<file path="config.mk">
export PLATFORM = sky130hd
export DESIGN_NAME = pmdb_top
export DESIGN_NICKNAME = d
export VERILOG_FILES = /design/src/pkg/pmdb_pkg.sv /design/src/design/pmdb_wb_slave.sv /design/src/design/pmdb_settle_timer.sv /design/src/design/pmdb_top.sv
export SDC_FILE = /design/constraint.sdc
export NUM_CORES = 1
export LEC_CHECK = 0
export ABC_AREA = 1
export BUFFER_PORTS_ARGS = -buffer_cell sky130_fd_sc_hd__buf_2
export CAP_MARGIN = 20
export CORE_ASPECT_RATIO = 1.5
export CORE_MARGIN = 1.5
export CORE_UTILIZATION = 42
export CTS_CLUSTER_SIZE = 10
export DETAILED_ROUTE_END_ITERATION = 8
export PLACE_DENSITY_LB_ADDON = 0.08
export SYNTH_ARGS = -nofsm -noshare
export SYNTH_HDL_FRONTEND = slang
export SYNTH_SLANG_ARGS = --single-unit
</file>
<file path="constraint.sdc">
create_clock -name clock -period 2.4 [get_ports clock]
set_input_delay 0.36 -clock clock [delete_from_list [all_inputs] [get_ports clock]]
set_output_delay 0.36 -clock clock [all_outputs]
set_load 0.01 [all_outputs]
</file>
<file path="src/pkg/pmdb_pkg.sv">
//----------------------------------------------------------------------
// Package
//----------------------------------------------------------------------
// Purpose: Constants and carrier types of the peripheral disable bank.
// Assumes: 100 MHz system clock, classic Wishbone with 32-bit data.
// Notes:   Register indices are kept as printed; byte address is 4x.
package pmdb_pkg;

	// -----------------------------------------------------------------
	// Bus geometry
	// -----------------------------------------------------------------
	localparam int WB_ADR_W  = 16;
	localparam int WB_DATA_W = 32;
	localparam int IDX_W     = 12;
	localparam int REG_W     = 8;
	localparam int REG_COUNT = 6;

	// -----------------------------------------------------------------
	// Register indices and reset values
	// -----------------------------------------------------------------
	localparam logic [IDX_W-1:0] PERIPHERAL_DISABLE_0_IDX = 12'hEDC;
	localparam logic [IDX_W-1:0] PERIPHERAL_DISABLE_1_IDX = 12'hEDD;
	localparam logic [IDX_W-1:0] PERIPHERAL_DISABLE_2_IDX = 12'hEDE;
	localparam logic [IDX_W-1:0] PERIPHERAL_DISABLE_3_IDX = 12'hEDF;
	localparam logic [IDX_W-1:0] PERIPHERAL_DISABLE_4_IDX = 12'hEE0;
	localparam logic [IDX_W-1:0] PERIPHERAL_DISABLE_5_IDX = 12'hEE1;
	localparam logic [REG_W-1:0] DISABLE_RESET = 8'h00;
	// Implemented bits per register, register 5 first
	localparam logic [REG_COUNT-1:0][REG_W-1:0] IMPL_MASK =
		{8'hF1, 8'hF1, 8'hFF, 8'h67, 8'h7F, 8'hFF};

	// -----------------------------------------------------------------
	// Field positions
	// -----------------------------------------------------------------
	localparam int SYS_CLOCK_NET_OFF_BIT   = 7;
	localparam int FIXED_VREF_OFF_BIT      = 6;
	localparam int VOLT_DETECT_OFF_BIT     = 5;
	localparam int CHECKSUM_ENGINE_OFF_BIT = 4;
	localparam int MEM_SCANNER_OFF_BIT     = 3;
	localparam int NONVOL_MEM_OFF_BIT      = 2;
	localparam int CLOCK_REF_OUT_OFF_BIT   = 1;
	localparam int PIN_CHANGE_IRQ_OFF_BIT  = 0;
	localparam int TIMER_OFF_MSB           = 6;
	localparam int DAC_UNIT_OFF_BIT        = 6;
	localparam int ADC_UNIT_OFF_BIT        = 5;
	localparam int COMPARATOR_OFF_MSB      = 2;
	localparam int COMPARATOR_OFF_LSB      = 1;
	localparam int ZERO_CROSS_OFF_BIT      = 0;
	localparam int LOGIC_CELL_OFF_MSB      = 7;
	localparam int LOGIC_CELL_OFF_LSB      = 4;
	localparam int PULSE_MOD_OFF_MSB       = 3;
	localparam int PULSE_MOD_OFF_LSB       = 2;
	localparam int CAPTURE_UNIT_OFF_MSB    = 1;
	localparam int SERIAL_PORT_OFF_MSB     = 7;
	localparam int SERIAL_PORT_OFF_LSB     = 6;
	localparam int SYNC_SERIAL_OFF_MSB     = 5;
	localparam int SYNC_SERIAL_OFF_LSB     = 4;
	localparam int WAVEFORM_UNIT_OFF_BIT   = 0;
	localparam int SIGNAL_MODULATOR_OFF_BIT = 0;

	// -----------------------------------------------------------------
	// Timing
	// -----------------------------------------------------------------
	localparam int CLOCK_PERIOD_NS      = 10;
	localparam int INSTR_CLOCK_DIV      = 4;
	localparam int REENABLE_GUARD_INSTR = 2;
	localparam int REENABLE_GUARD_CYCLES =
		INSTR_CLOCK_DIV * REENABLE_GUARD_INSTR;
	localparam int NONVOL_WAKE_NS       = 1000;
	localparam int NONVOL_WAKE_CYCLES_RAW = NONVOL_WAKE_NS / CLOCK_PERIOD_NS;
	localparam int NONVOL_WAKE_CYCLES   =
		(NONVOL_WAKE_CYCLES_RAW < 1) ? 1 : NONVOL_WAKE_CYCLES_RAW;

	// -----------------------------------------------------------------
	// Carriers
	// -----------------------------------------------------------------
	// One bit per peripheral; vectors are indexed by unit number minus 1
	typedef struct packed {
		logic       sysClockNetOff;
		logic       fixedVrefOff;
		logic       voltDetectOff;
		logic       checksumEngineOff;
		logic       memScannerOff;
		logic       nonvolMemOff;
		logic       clockRefOutOff;
		logic       pinChangeIrqOff;
		logic [6:0] timerOff;
		logic       dacUnitOff;
		logic       adcUnitOff;
		logic [1:0] comparatorOff;
		logic       zeroCrossOff;
		logic [7:0] logicCellOff;
		logic [1:0] pulseModOff;
		logic [1:0] captureUnitOff;
		logic [1:0] serialPortOff;
		logic [1:0] syncSerialOff;
		logic       waveformUnitOff;
		logic       signalModulatorOff;
	} pmdb_off_t;

	localparam int OFF_W = $bits(pmdb_off_t);

	typedef struct packed {
		logic             write;
		logic [IDX_W-1:0] index;
		logic             hit;
		logic [REG_W-1:0] wdata;
	} pmdb_cmd_t;

	typedef struct packed {
		logic             ack;
		logic [REG_W-1:0] rdata;
	} pmdb_slave_state_t;

	typedef struct packed {
		logic [REG_COUNT-1:0][REG_W-1:0] regs;
		pmdb_off_t                       off;
		logic [1:0]                      divCount;
		logic                            instrTick;
		logic                            sysClockNetEnable;
	} pmdb_top_state_t;

endpackage

</file>
<file path="src/design/pmdb_wb_slave.sv">
//----------------------------------------------------------------------
// Wishbone slave
//----------------------------------------------------------------------
// Purpose: Classic Wishbone slave front end for the disable bank.
// Assumes: Master holds the request until it samples ack.
// Notes:   Ack one cycle after the request, then dropped for one cycle.
`timescale 1ns/1ps
module pmdb_wb_slave (
	input  wire logic                               clock,
	input  wire logic                               rst_n,
	input  wire logic                               ce,
	input  wire logic                               cyc_i,
	input  wire logic                               stb_i,
	input  wire logic                               we_i,
	input  wire logic [pmdb_pkg::WB_ADR_W-1:0]      adr_i,
	input  wire logic [3:0]                         sel_i,
	input  wire logic [pmdb_pkg::WB_DATA_W-1:0]     dat_i,
	output logic [pmdb_pkg::WB_DATA_W-1:0]          dat_o,
	output logic                                    ack_o,
	input  wire logic [pmdb_pkg::REG_W-1:0]         readValue,
	output pmdb_pkg::pmdb_cmd_t                     cmd
);
	pmdb_pkg::pmdb_slave_state_t state;
	pmdb_pkg::pmdb_slave_state_t next_state;
	logic                        request;

	assign request = cyc_i && stb_i;

	always_comb begin
		next_state = state;
		if (ce) begin
			next_state.ack = request && !state.ack;
			if (request && !state.ack) begin
				next_state.rdata = readValue;
			end
		end
	end

	always_ff @(posedge clock or negedge rst_n) begin
		if (!rst_n) begin
			state <= '0;
		end else begin
			state <= next_state;
		end
	end

	// Upper address bits must be zero; the low two are ignored, sel_i[0] gates writes
	always_comb begin
		cmd.index = adr_i[pmdb_pkg::IDX_W+1:2];
		cmd.hit   = (adr_i[pmdb_pkg::WB_ADR_W-1:pmdb_pkg::IDX_W+2] == '0)
			&& (cmd.index >= pmdb_pkg::PERIPHERAL_DISABLE_0_IDX)
			&& (cmd.index <= pmdb_pkg::PERIPHERAL_DISABLE_5_IDX);
		// Writes land on the edge where the master sees ack
		cmd.write = ce && request && we_i && sel_i[0] && state.ack;
		cmd.wdata = dat_i[pmdb_pkg::REG_W-1:0];
	end

	assign ack_o = state.ack;
	assign dat_o = {{(pmdb_pkg::WB_DATA_W - pmdb_pkg::REG_W){1'b0}},
		state.rdata};
endmodule // pmdb_wb_slave

</file>
<file path="src/design/pmdb_settle_timer.sv">
//----------------------------------------------------------------------
// Re-enable settle timer
//----------------------------------------------------------------------
// Purpose: Per-bit ready flags that stay low while a unit is disabled
//          and for a fixed settle time after it is re-enabled.
// Assumes: offBits come from flops on the same clock.
// Notes:   Ready is advisory; software still owns the waiting.
`timescale 1ns/1ps
module pmdb_settle_timer #(
	parameter int WIDTH = 1,
	parameter int COUNT = 8
) (
	input  wire logic             clock,
	input  wire logic             rst_n,
	input  wire logic             ce,
	input  wire logic [WIDTH-1:0] offBits,
	output logic [WIDTH-1:0]      ready
);
	localparam int CNT_W = $clog2(COUNT + 1);
	localparam logic [CNT_W-1:0] LOAD = CNT_W'(COUNT);

	typedef struct packed {
		logic [WIDTH-1:0][CNT_W-1:0] count;
		logic [WIDTH-1:0]            ready;
	} pmdb_settle_state_t;

	pmdb_settle_state_t state;
	pmdb_settle_state_t next_state;

	always_comb begin
		next_state = state;
		if (ce) begin
			for (int i = 0; i < WIDTH; i++) begin
				if (offBits[i]) begin
					next_state.count[i] = LOAD;
				end else if (state.count[i] != '0) begin
					next_state.count[i] = state.count[i] - 1'b1;
				end
				next_state.ready[i] = !offBits[i]
					&& (next_state.count[i] == '0);
			end
		end
	end

	// Units start enabled and ready after reset
	always_ff @(posedge clock or negedge rst_n) begin
		if (!rst_n) begin
			state <= '0;
			state.ready <= '1;
		end else begin
			state <= next_state;
		end
	end

	assign ready = state.ready;
endmodule // pmdb_settle_timer

</file>
<file path="src/design/pmdb_top.sv">
//----------------------------------------------------------------------
// Peripheral disable bank
//----------------------------------------------------------------------
// Purpose: Six software registers that hold peripherals disabled and
//          gate the full-rate clock network to the peripherals.
// Assumes: Configuration-word bits are stable flops on this clock.
// Notes:   Outputs are registered; disables follow a write by one edge, ready flags drop one edge later and rise after the settle time.
`timescale 1ns/1ps
module pmdb_top (
	input  wire logic                           clock,
	input  wire logic                           rst_n,
	input  wire logic                           ce,
	input  wire logic                           cyc_i,
	input  wire logic                           stb_i,
	input  wire logic                           we_i,
	input  wire logic [pmdb_pkg::WB_ADR_W-1:0]  adr_i,
	input  wire logic [3:0]                     sel_i,
	input  wire logic [pmdb_pkg::WB_DATA_W-1:0] dat_i,
	output logic [pmdb_pkg::WB_DATA_W-1:0]      dat_o,
	output logic                                ack_o,
	input  wire logic                           scannerConfigEnable,
	input  wire logic                           zeroCrossConfig,
	output pmdb_pkg::pmdb_off_t                 periphOff,
	output pmdb_pkg::pmdb_off_t                 periphReady,
	output logic                                sysClockNetEnable,
	output logic                                instrClockTick,
	output logic                                nonvolAccessBlock,
	output logic                                nonvolCtrlWriteBlock,
	output logic                                nonvolReady
);
	// -----------------------------------------------------------------
	// Bus front end
	// -----------------------------------------------------------------
	pmdb_pkg::pmdb_cmd_t          cmd;
	logic [pmdb_pkg::REG_W-1:0]   readValue;
	logic [2:0]                   regNum;
	pmdb_pkg::pmdb_top_state_t    state;
	pmdb_pkg::pmdb_top_state_t    next_state;
	logic [pmdb_pkg::OFF_W-1:0]   readyBits;

	pmdb_wb_slave u_slave (
		.clock     (clock),
		.rst_n     (rst_n),
		.ce        (ce),
		.cyc_i     (cyc_i),
		.stb_i     (stb_i),
		.we_i      (we_i),
		.adr_i     (adr_i),
		.sel_i     (sel_i),
		.dat_i     (dat_i),
		.dat_o     (dat_o),
		.ack_o     (ack_o),
		.readValue (readValue),
		.cmd       (cmd)
	);

	assign regNum = 3'(cmd.index - pmdb_pkg::PERIPHERAL_DISABLE_0_IDX);

	// unmapped addresses and unused bits read zero
	always_comb begin
		readValue = '0;
		if (cmd.hit) begin
			readValue = state.regs[regNum] & pmdb_pkg::IMPL_MASK[regNum];
		end
	end

	// -----------------------------------------------------------------
	// Register bits to per-unit disables
	// -----------------------------------------------------------------
	function automatic pmdb_pkg::pmdb_off_t mapOff(
		input logic [pmdb_pkg::REG_COUNT-1:0][pmdb_pkg::REG_W-1:0] r,
		input logic scanCfg,
		input logic zeroCrossCfg
	);
		pmdb_pkg::pmdb_off_t o;
		o = '0;
		o.sysClockNetOff    = r[0][pmdb_pkg::SYS_CLOCK_NET_OFF_BIT];
		o.fixedVrefOff      = r[0][pmdb_pkg::FIXED_VREF_OFF_BIT];
		o.voltDetectOff     = r[0][pmdb_pkg::VOLT_DETECT_OFF_BIT];
		o.checksumEngineOff = r[0][pmdb_pkg::CHECKSUM_ENGINE_OFF_BIT];
		o.clockRefOutOff    = r[0][pmdb_pkg::CLOCK_REF_OUT_OFF_BIT];
		o.pinChangeIrqOff   = r[0][pmdb_pkg::PIN_CHANGE_IRQ_OFF_BIT];
		// scanner is off whenever its config word is clear
		o.memScannerOff = r[0][pmdb_pkg::MEM_SCANNER_OFF_BIT] || !scanCfg;
		o.nonvolMemOff      = r[0][pmdb_pkg::NONVOL_MEM_OFF_BIT];
		o.timerOff          = r[1][pmdb_pkg::TIMER_OFF_MSB:0];
		o.dacUnitOff        = r[2][pmdb_pkg::DAC_UNIT_OFF_BIT];
		o.adcUnitOff        = r[2][pmdb_pkg::ADC_UNIT_OFF_BIT];
		o.comparatorOff = r[2][pmdb_pkg::COMPARATOR_OFF_MSB:
			pmdb_pkg::COMPARATOR_OFF_LSB];
		// zero-cross bit acts only when config allows it
		o.zeroCrossOff = r[2][pmdb_pkg::ZERO_CROSS_OFF_BIT] && zeroCrossCfg;
		// cells 8..5 live in register 3
		// cells 4..1 live in register 5
		o.logicCellOff = {
			r[3][pmdb_pkg::LOGIC_CELL_OFF_MSB:pmdb_pkg::LOGIC_CELL_OFF_LSB],
			r[5][pmdb_pkg::LOGIC_CELL_OFF_MSB:pmdb_pkg::LOGIC_CELL_OFF_LSB]};
		o.pulseModOff = r[3][pmdb_pkg::PULSE_MOD_OFF_MSB:
			pmdb_pkg::PULSE_MOD_OFF_LSB];
		o.captureUnitOff = r[3][pmdb_pkg::CAPTURE_UNIT_OFF_MSB:0];
		o.serialPortOff = r[4][pmdb_pkg::SERIAL_PORT_OFF_MSB:
			pmdb_pkg::SERIAL_PORT_OFF_LSB];
		o.syncSerialOff = r[4][pmdb_pkg::SYNC_SERIAL_OFF_MSB:
			pmdb_pkg::SYNC_SERIAL_OFF_LSB];
		o.waveformUnitOff    = r[4][pmdb_pkg::WAVEFORM_UNIT_OFF_BIT];
		o.signalModulatorOff = r[5][pmdb_pkg::SIGNAL_MODULATOR_OFF_BIT];
		return o;
	endfunction

	// -----------------------------------------------------------------
	// State update
	// -----------------------------------------------------------------
	always_comb begin
		next_state = state;
		if (ce) begin
			// only implemented bits take a write
			if (cmd.write && cmd.hit) begin
				next_state.regs[regNum] =
					cmd.wdata & pmdb_pkg::IMPL_MASK[regNum];
			end
			next_state.off = mapOff(next_state.regs, scannerConfigEnable,
				zeroCrossConfig);
			// gate the full-rate network to the peripherals
			next_state.sysClockNetEnable = !next_state.off.sysClockNetOff;
			next_state.divCount  = state.divCount + 2'h1;
			next_state.instrTick = (state.divCount == 2'h3);
		end
	end

	always_ff @(posedge clock or negedge rst_n) begin
		if (!rst_n) begin
			state <= '0;
			state.sysClockNetEnable <= 1'b1;
		end else begin
			state <= next_state;
		end
	end

	// -----------------------------------------------------------------
	// Outputs
	// -----------------------------------------------------------------
	// disable holds the unit in reset and blocks its registers
	assign periphOff         = state.off;
	assign sysClockNetEnable = state.sysClockNetEnable;
	assign instrClockTick    = state.instrTick;
	// memory access and control-register writes blocked
	assign nonvolAccessBlock    = state.off.nonvolMemOff;
	assign nonvolCtrlWriteBlock = state.off.nonvolMemOff;

	pmdb_settle_timer #(
		.WIDTH (pmdb_pkg::OFF_W),
		.COUNT (pmdb_pkg::REENABLE_GUARD_CYCLES)
	) u_unit_settle (
		.clock   (clock),
		.rst_n   (rst_n),
		.ce      (ce),
		.offBits (state.off),
		.ready   (readyBits)
	);
	assign periphReady = readyBits;

	// memory wake time; a longer wait than the unit guard
	pmdb_settle_timer #(
		.WIDTH (1),
		.COUNT (pmdb_pkg::NONVOL_WAKE_CYCLES)
	) u_nonvol_settle (
		.clock   (clock),
		.rst_n   (rst_n),
		.ce      (ce),
		.offBits (state.off.nonvolMemOff),
		.ready   (nonvolReady)
	);
endmodule // pmdb_top

</file>
# [After elaboration in Yosys (flattened, before gate mapping)]
# Memories as Yosys holds them, arrays and structs flattened.
# Index checks and enable logic that the tools add are counted.
[totals] ff_bits=290 latch_bits=0 ram_bits=0 mem_bits_ro=64 in_bits=60 out_inout_bits=114 elab_cells=424 n_memories=1
[mem_list] name="(name not given)" depth=8 word_bits=8 rd=1 rd_ports_with_merged_regs=0 wr=0 line_no="pmdb_top.sv:119" source="cmd.wdata & pmdb_pkg::IMPL_MASK[regNum];"
[op_classes] add_sub_neg=41 multipliers=0 div=0 order_cmp=4 n_eq_ne=2 shifts=0 muxes=126 n_bitwise=2 reduce_logical=173
[ops] op="$mux 4" count=114
[ops] op="$logic_not 4->1" count=38
[ops] op="$reduce_bool 4->1" count=38
[ops] op="$sub 4x1->4 const B" count=38
[ops] op="$mux 48" count=2
[ops] op="$logic_and 1x1->1" count=50
[ops] op="$bwmux 48" count=1
[ops] op="$logic_not 1->1" count=41
[ops] op="$mux 8" count=4
[ops] op="$bmux 8 s3" count=1
[ops] op="$demux 8 s3" count=1
[ops] op="$mux 7" count=3
[ops] op="$and 8x8->8" count=2
[ops] op="$ge 12x12->1 const B" count=1
[ops] op="$le 12x12->1 const B" count=1
[ops] op="$logic_not 7->1" count=1
[ops] op="$reduce_bool 7->1" count=1
[ops] op="$sub 7x1->7 const B" count=1
[ops] op="$lt 3x4->1 const B" count=1
[ops] op="$reduce_and 2->1" count=2
[ops] op="$ge 3x1->1 const B" count=1
[ops] op="$sub 3x3->3 const B" count=1
[ops] op="$add 2x1->2 const B" count=1
[ops] op="$eq 2x2->1 const B" count=1
[ops] op="3 further kinds" count=3

# [Longest topological paths before layout]
[depth] depth_word=9 ltp_mapped=13

# [Cells and area by module]
# A second synthesis with hierarchy kept.
[unflattened] hier_cells=2239 hier_area_um2=15999.1
[modules_own_cells] mod="pmdb_settle_timer at u_unit_settle" n_inst=1 cells_each=1702 area_per_inst_um2=11755.0 seq_area_each_um2=4802.1
[modules_own_cells] mod="pmdb_top" n_inst=1 cells_each=351 area_per_inst_um2=2870.3 seq_area_each_um2=1252.5
[modules_own_cells] mod="pmdb_wb_slave" n_inst=1 cells_each=106 area_per_inst_um2=803.3 seq_area_each_um2=225.2
[modules_own_cells] mod="pmdb_settle_timer at u_nonvol_settle" n_inst=1 cells_each=80 area_per_inst_um2=570.5 seq_area_each_um2=201.4

# [Worst setup path before layout]
# No wires, ideal clock.
[synth_path] path_type="input to register" startpoint="input adr_i[2] in the netlist's numbering" endpoint="register state[72] in the netlist's numbering" setup_ps=121 arrival_ps=1842 required_ps=2279 slack_ps=437 path_stages=13 path_buffers=2 path_cell_list="inv_1 > clkbuf_1 > ha_1 > inv_1 > nand2_1 > nand3b_1 > nand2_1 > nand3_4 > clkinv_2 > nand2_2 > buf_6 > nand2_1 > o21ai_1"
[synth_via] elab_chain_cells=8
[synth_rtl] item="start, declared" line_no="pmdb_top.sv:16" source="input wire logic [pmdb_pkg::WB_ADR_W-1:0] adr_i,"
[synth_rtl] item="$sub 3x3->3" line_no="pmdb_top.sv:57" source="assign regNum = 3'(cmd.index - pmdb_pkg::PERIPHERAL_DISABLE_0_IDX);"
[synth_rtl] item="$lt 3x4->1 (implied by the code) or $ge 3x1->1 (tied branches)" line_no="pmdb_top.sv:118" source="next_state.regs[regNum] ="
[synth_rtl] item="$logic_and 1x1->1 (implied by the code)" line_no="pmdb_top.sv:118"
[synth_rtl] item="$mux 8 (implied by the code)" line_no="pmdb_top.sv:118"
[synth_rtl] item="$demux 8 s3" line_no="pmdb_top.sv:118"
[synth_rtl] item="$bwmux 48" line_no="pmdb_top.sv:118"
[synth_rtl] item="$mux 48 (*)" line_no="pmdb_top.sv:117" source="if (cmd.write && cmd.hit) begin"
[synth_rtl] item="$mux 48 (*)" line_no="pmdb_top.sv:115" source="if (ce) begin"
[synth_rtl] item="end signal, assigned" line_no="pmdb_top.sv:135" source="state <= next_state;"
[synth_rtl] item="end, declared" line_no="pmdb_top.sv:37" source="pmdb_pkg::pmdb_top_state_t state;"
# Every way passes the cells marked *; elsewhere a longest branch is shown, timed or not. The select of a mux whose other input is x is not followed.
# A chain may end at the register's enable or synchronous reset.

# [Worst setup path in the final report]
[layout_path] startpoint="register u_slave.state (netlist bit u_slave.ack_o)" endpoint="register state[82] in the netlist's numbering"
[layout_via] elab_chain_cells=4
[layout_rtl] item="start, declared" line_no="pmdb_wb_slave.sv:23" source="pmdb_pkg::pmdb_slave_state_t state;"
[layout_rtl] item="start signal, assigned" line_no="pmdb_wb_slave.sv:43" source="state <= next_state;"
[layout_rtl] item="$logic_and 1x1->1" line_no="pmdb_wb_slave.sv:54" source="cmd.write = ce && request && we_i && sel_i[0] && state.ack;"
[layout_rtl] item="$logic_and 1x1->1" line_no="pmdb_top.sv:117"
[layout_rtl] item="$mux 48" line_no="pmdb_top.sv:117"
[layout_rtl] item="$mux 48" line_no="pmdb_top.sv:115"
# Every way passes these cells. The select of a mux whose other input is x is not followed.

==> flow_summary.toml <==
[outcome]
outcome = "completed"

[drt]
routed_via_density = 4.945
drt_iter0_drc = 614
drt_pass1_iterations = 5
totalWireLength_um = 36380
detail-route-antenna-nets = 0
drt_drc_violations_left = 0
wl_per_cell_um = 14.42
dr_total_vias = 12480

[cells_and_area]
drive_gt1_share_pct = 10.59
fillCellCount = 3563
final_cells = 2523
stdcell_area_um2 = 16250
multi_input_comb_area_um2 = 6395
nets = 2133
area_overhead_vs_synth_pct = 9.542
register_area_um2 = 6481

[sta]
period_share_pct = 78.30
hold-worst-slack_ns = 0.03787
max_clock_freq_mhz = 532.1
worst-slew-pin-transition_ns = 0.5922
fin_crit_ns = 1.879
maxSlewHeadroom_pct = 60.52
timing.final.setup_violations = 0
timing.clock.skew_ns = 0.008352
hold_viol_final = 0
slew_viol_final = 0
setup-tns-final_ns = 0
grt_setup_unrepaired = "false"

[global_route]
met3_usage_pct = 2.913
globalRouteMet1Util_pct = 26.02
grt.met2_usage_pct = 36.24
grt_remaining_overflow = 0
grt_first_pass_wirelength_um = 60370
grt_start_max_net_pins = 141
grt.busiest_layer = "met2"
antenna_found_initial = 2
first_global_vias = 11960
groute.usage.overall_pct = 20.65

[synth]
register_area_share_after_synthesis_pct = 43.70
synth-async-reset-ratio_pct = 100.0
syn-mean-instance-area_um2 = 7.452
ys_warn_count = 0
mapped_cells = 1990
number_of_enable_flip_flop_cells_after_synthesis = 0
ys_types = 36
synth_area_um2 = 14830
yosys-top-cells-area = "sky130_fd_sc_hd__dfrtp_1, sky130_fd_sc_hd__nand2_1, sky130_fd_sc_hd__o21ai_0"
postSynthRegisterBits = 257
netlist.top_cell.by_area = "sky130_fd_sc_hd__dfrtp_1"
ys.flop_type = "sky130_fd_sc_hd__dfrtp_1"
synthTopCellsByCount = "sky130_fd_sc_hd__nand2_1, sky130_fd_sc_hd__inv_1, sky130_fd_sc_hd__o21ai_0"
yosysMostFrequentCell = "sky130_fd_sc_hd__nand2_1"
synth.top_cell.area_share_pct = 36.62

[critical_path]
start_kind = "flip-flop"
criticalPathCategory = "reg2reg"
worst_ep_arrival_time_ns = 2.30
cp_max_fo = 9
crit_start = "u_slave.ack_o"
crit_path_end_kind = "flip-flop"
worstPathRequired_ns = 2.82
r2r-start = "u_slave.ack_o"

[job]
max_capacitance_violation_count = 0

[floorplanning]
row_count = 84
floorplan.die_area_um2 = 36470
fp.coreArea_um2 = 34890
start_util_pct = 42.50
dieHeight_um = 233.1
die_x_um = 156.4
ioPinCount = 174

[placed_design]
place.port_buffers = 120
gp_routability_congestion = 0.8484
detailed_place.area_um2 = 15330
post-place-cells = 2468
hpwlAfterDp_um = 26120

[power_and_ir_drop]
static-leakage-power_uw = 0.008214
power.density_nw_per_um2 = 957.3
power.total_uw = 15550
vdd_drop_max_v = 0.0005577

[clocking]
clkTransAtPathRegs_ns = 0.06
cts_root_buffer = "sky130_fd_sc_hd__clkbuf_16"
clock_buffers_created_by_tritoncts = 30
ctsHtreeMaxLevel = 1
ctsLongestPathBuffers = 3
cts.sink_count = 257
cts_tree = "yes"
clk-insertion-delay-late_ns = 0.57

[hold_path]
hold_start = "zeroCrossConfig"
hold_class = "in2reg"
==> worst max-delay path, stage by stage, from the launching register on <==
cell,delay [ns]
sky130_fd_sc_hd__dfrtp_1,0.39
sky130_fd_sc_hd__nand3_1,0.08
sky130_fd_sc_hd__nor2_1,0.38
sky130_fd_sc_hd__nand3_4,0.24
sky130_fd_sc_hd__nor2_1,0.47
sky130_fd_sc_hd__o21ai_0,0.16
==> metrics by stage <==
| step | setup WS [ns] | utilization, % |
|---|---|---|
| global placement | 0.3400 | 43.93 |
| floorplan | 0.4374 | - |
| global route | 0.3509 | 46.55 |
| finish | 0.5208 | 46.56 |
| detailed placement | 0.2657 | 43.93 |
| CTS | 0.4999 | 46.55 |
==> state kept, by name, summed over array words and instances, names as in the netlist, named ones only <==
register               cells
u_unit_settle.state      152
state                     44
u_unit_settle.ready       38
u_slave.dat_o              8
u_nonvol_settle.state      7
periphOff                  3
instrClockTick             1
sysClockNetEnable          1
u_nonvol_settle.ready      1
u_slave.ack_o              1
==> cell type report <==
cell class	instances	share of cell area (%)
Sequential cell	257	39.90
Multi-Input combinational cell	1319	39.36
Inverter	284	6.616
Clock buffer	52	5.384
Timing Repair Buffer	136	4.898
Tap cell	473	3.643
Clock inverter	1	0.1848
Antenna cell	1	0.01540
==> final timing paths <==
kind,endpoint,slack (ns),cells past startpoint
worst min-delay path,periphOff[18],0.04,3
worst min register to register,instrClockTick,0.46,2
worst max-delay path,state[82],0.52,5
min in group asynchronous,u_unit_settle.state[136],0.31,2
max in group asynchronous,u_unit_settle.ready[36],1.32,3
worst max register to register,state[82],0.52,5
==> layer usage <==
layer | routed length (um) | vias up
li1 | - | 6348
met1 | 15810 | 5897
met2 | 18120 | 171
met3 | 1378 | 57
met4 | 1055 | 4
met5 | 21 | -
==> report_power, final <==
| part | total, uW | switching, uW | internal (uW) |
|---|---|---|---|
| sequential | 6010 | 627 | 5380 |
| combinational | 5190 | 3200 | 1990 |
| clock | 4360 | 1820 | 2540 |
==> repair_timing <==
item,CTS,global route
buffers inserted,0,0
resized for setup,0,0
hold endpoints to repair,48,0
hold buffers,1,0
==> logic make-up after synthesis <==
logic type      Yosys count  share of synthesized area [%]
compound gates          382                          13.95
other cells               1                        0.02529
flops                   257                          43.70
buf+inv                 437                          13.76
simple gates            850                          23.71
xor+xnor                 18                          1.063
fa+ha+maj                45                          3.797
==> cells in the final DEF (no fill, tap or decap), types with 22 or more instances in the layout <==
cell,netlist,layout
sky130_fd_sc_hd__nor2_1,120,120
sky130_fd_sc_hd__dfrtp_1,217,217
sky130_fd_sc_hd__a21oi_1,77,77
sky130_fd_sc_hd__nor3_1,27,27
sky130_fd_sc_hd__clkbuf_16,0,31
sky130_fd_sc_hd__dfstp_2,40,40
sky130_fd_sc_hd__ha_1,45,45
sky130_fd_sc_hd__o21ai_0,231,231
sky130_fd_sc_hd__nand3_1,147,147
sky130_fd_sc_hd__o31ai_1,22,22
sky130_fd_sc_hd__conb_1,1,24
sky130_fd_sc_hd__nand2_1,526,526
sky130_fd_sc_hd__inv_1,282,282
sky130_fd_sc_hd__buf_2,4,119
No activity file was read; power rests on OpenSTA's default activity.
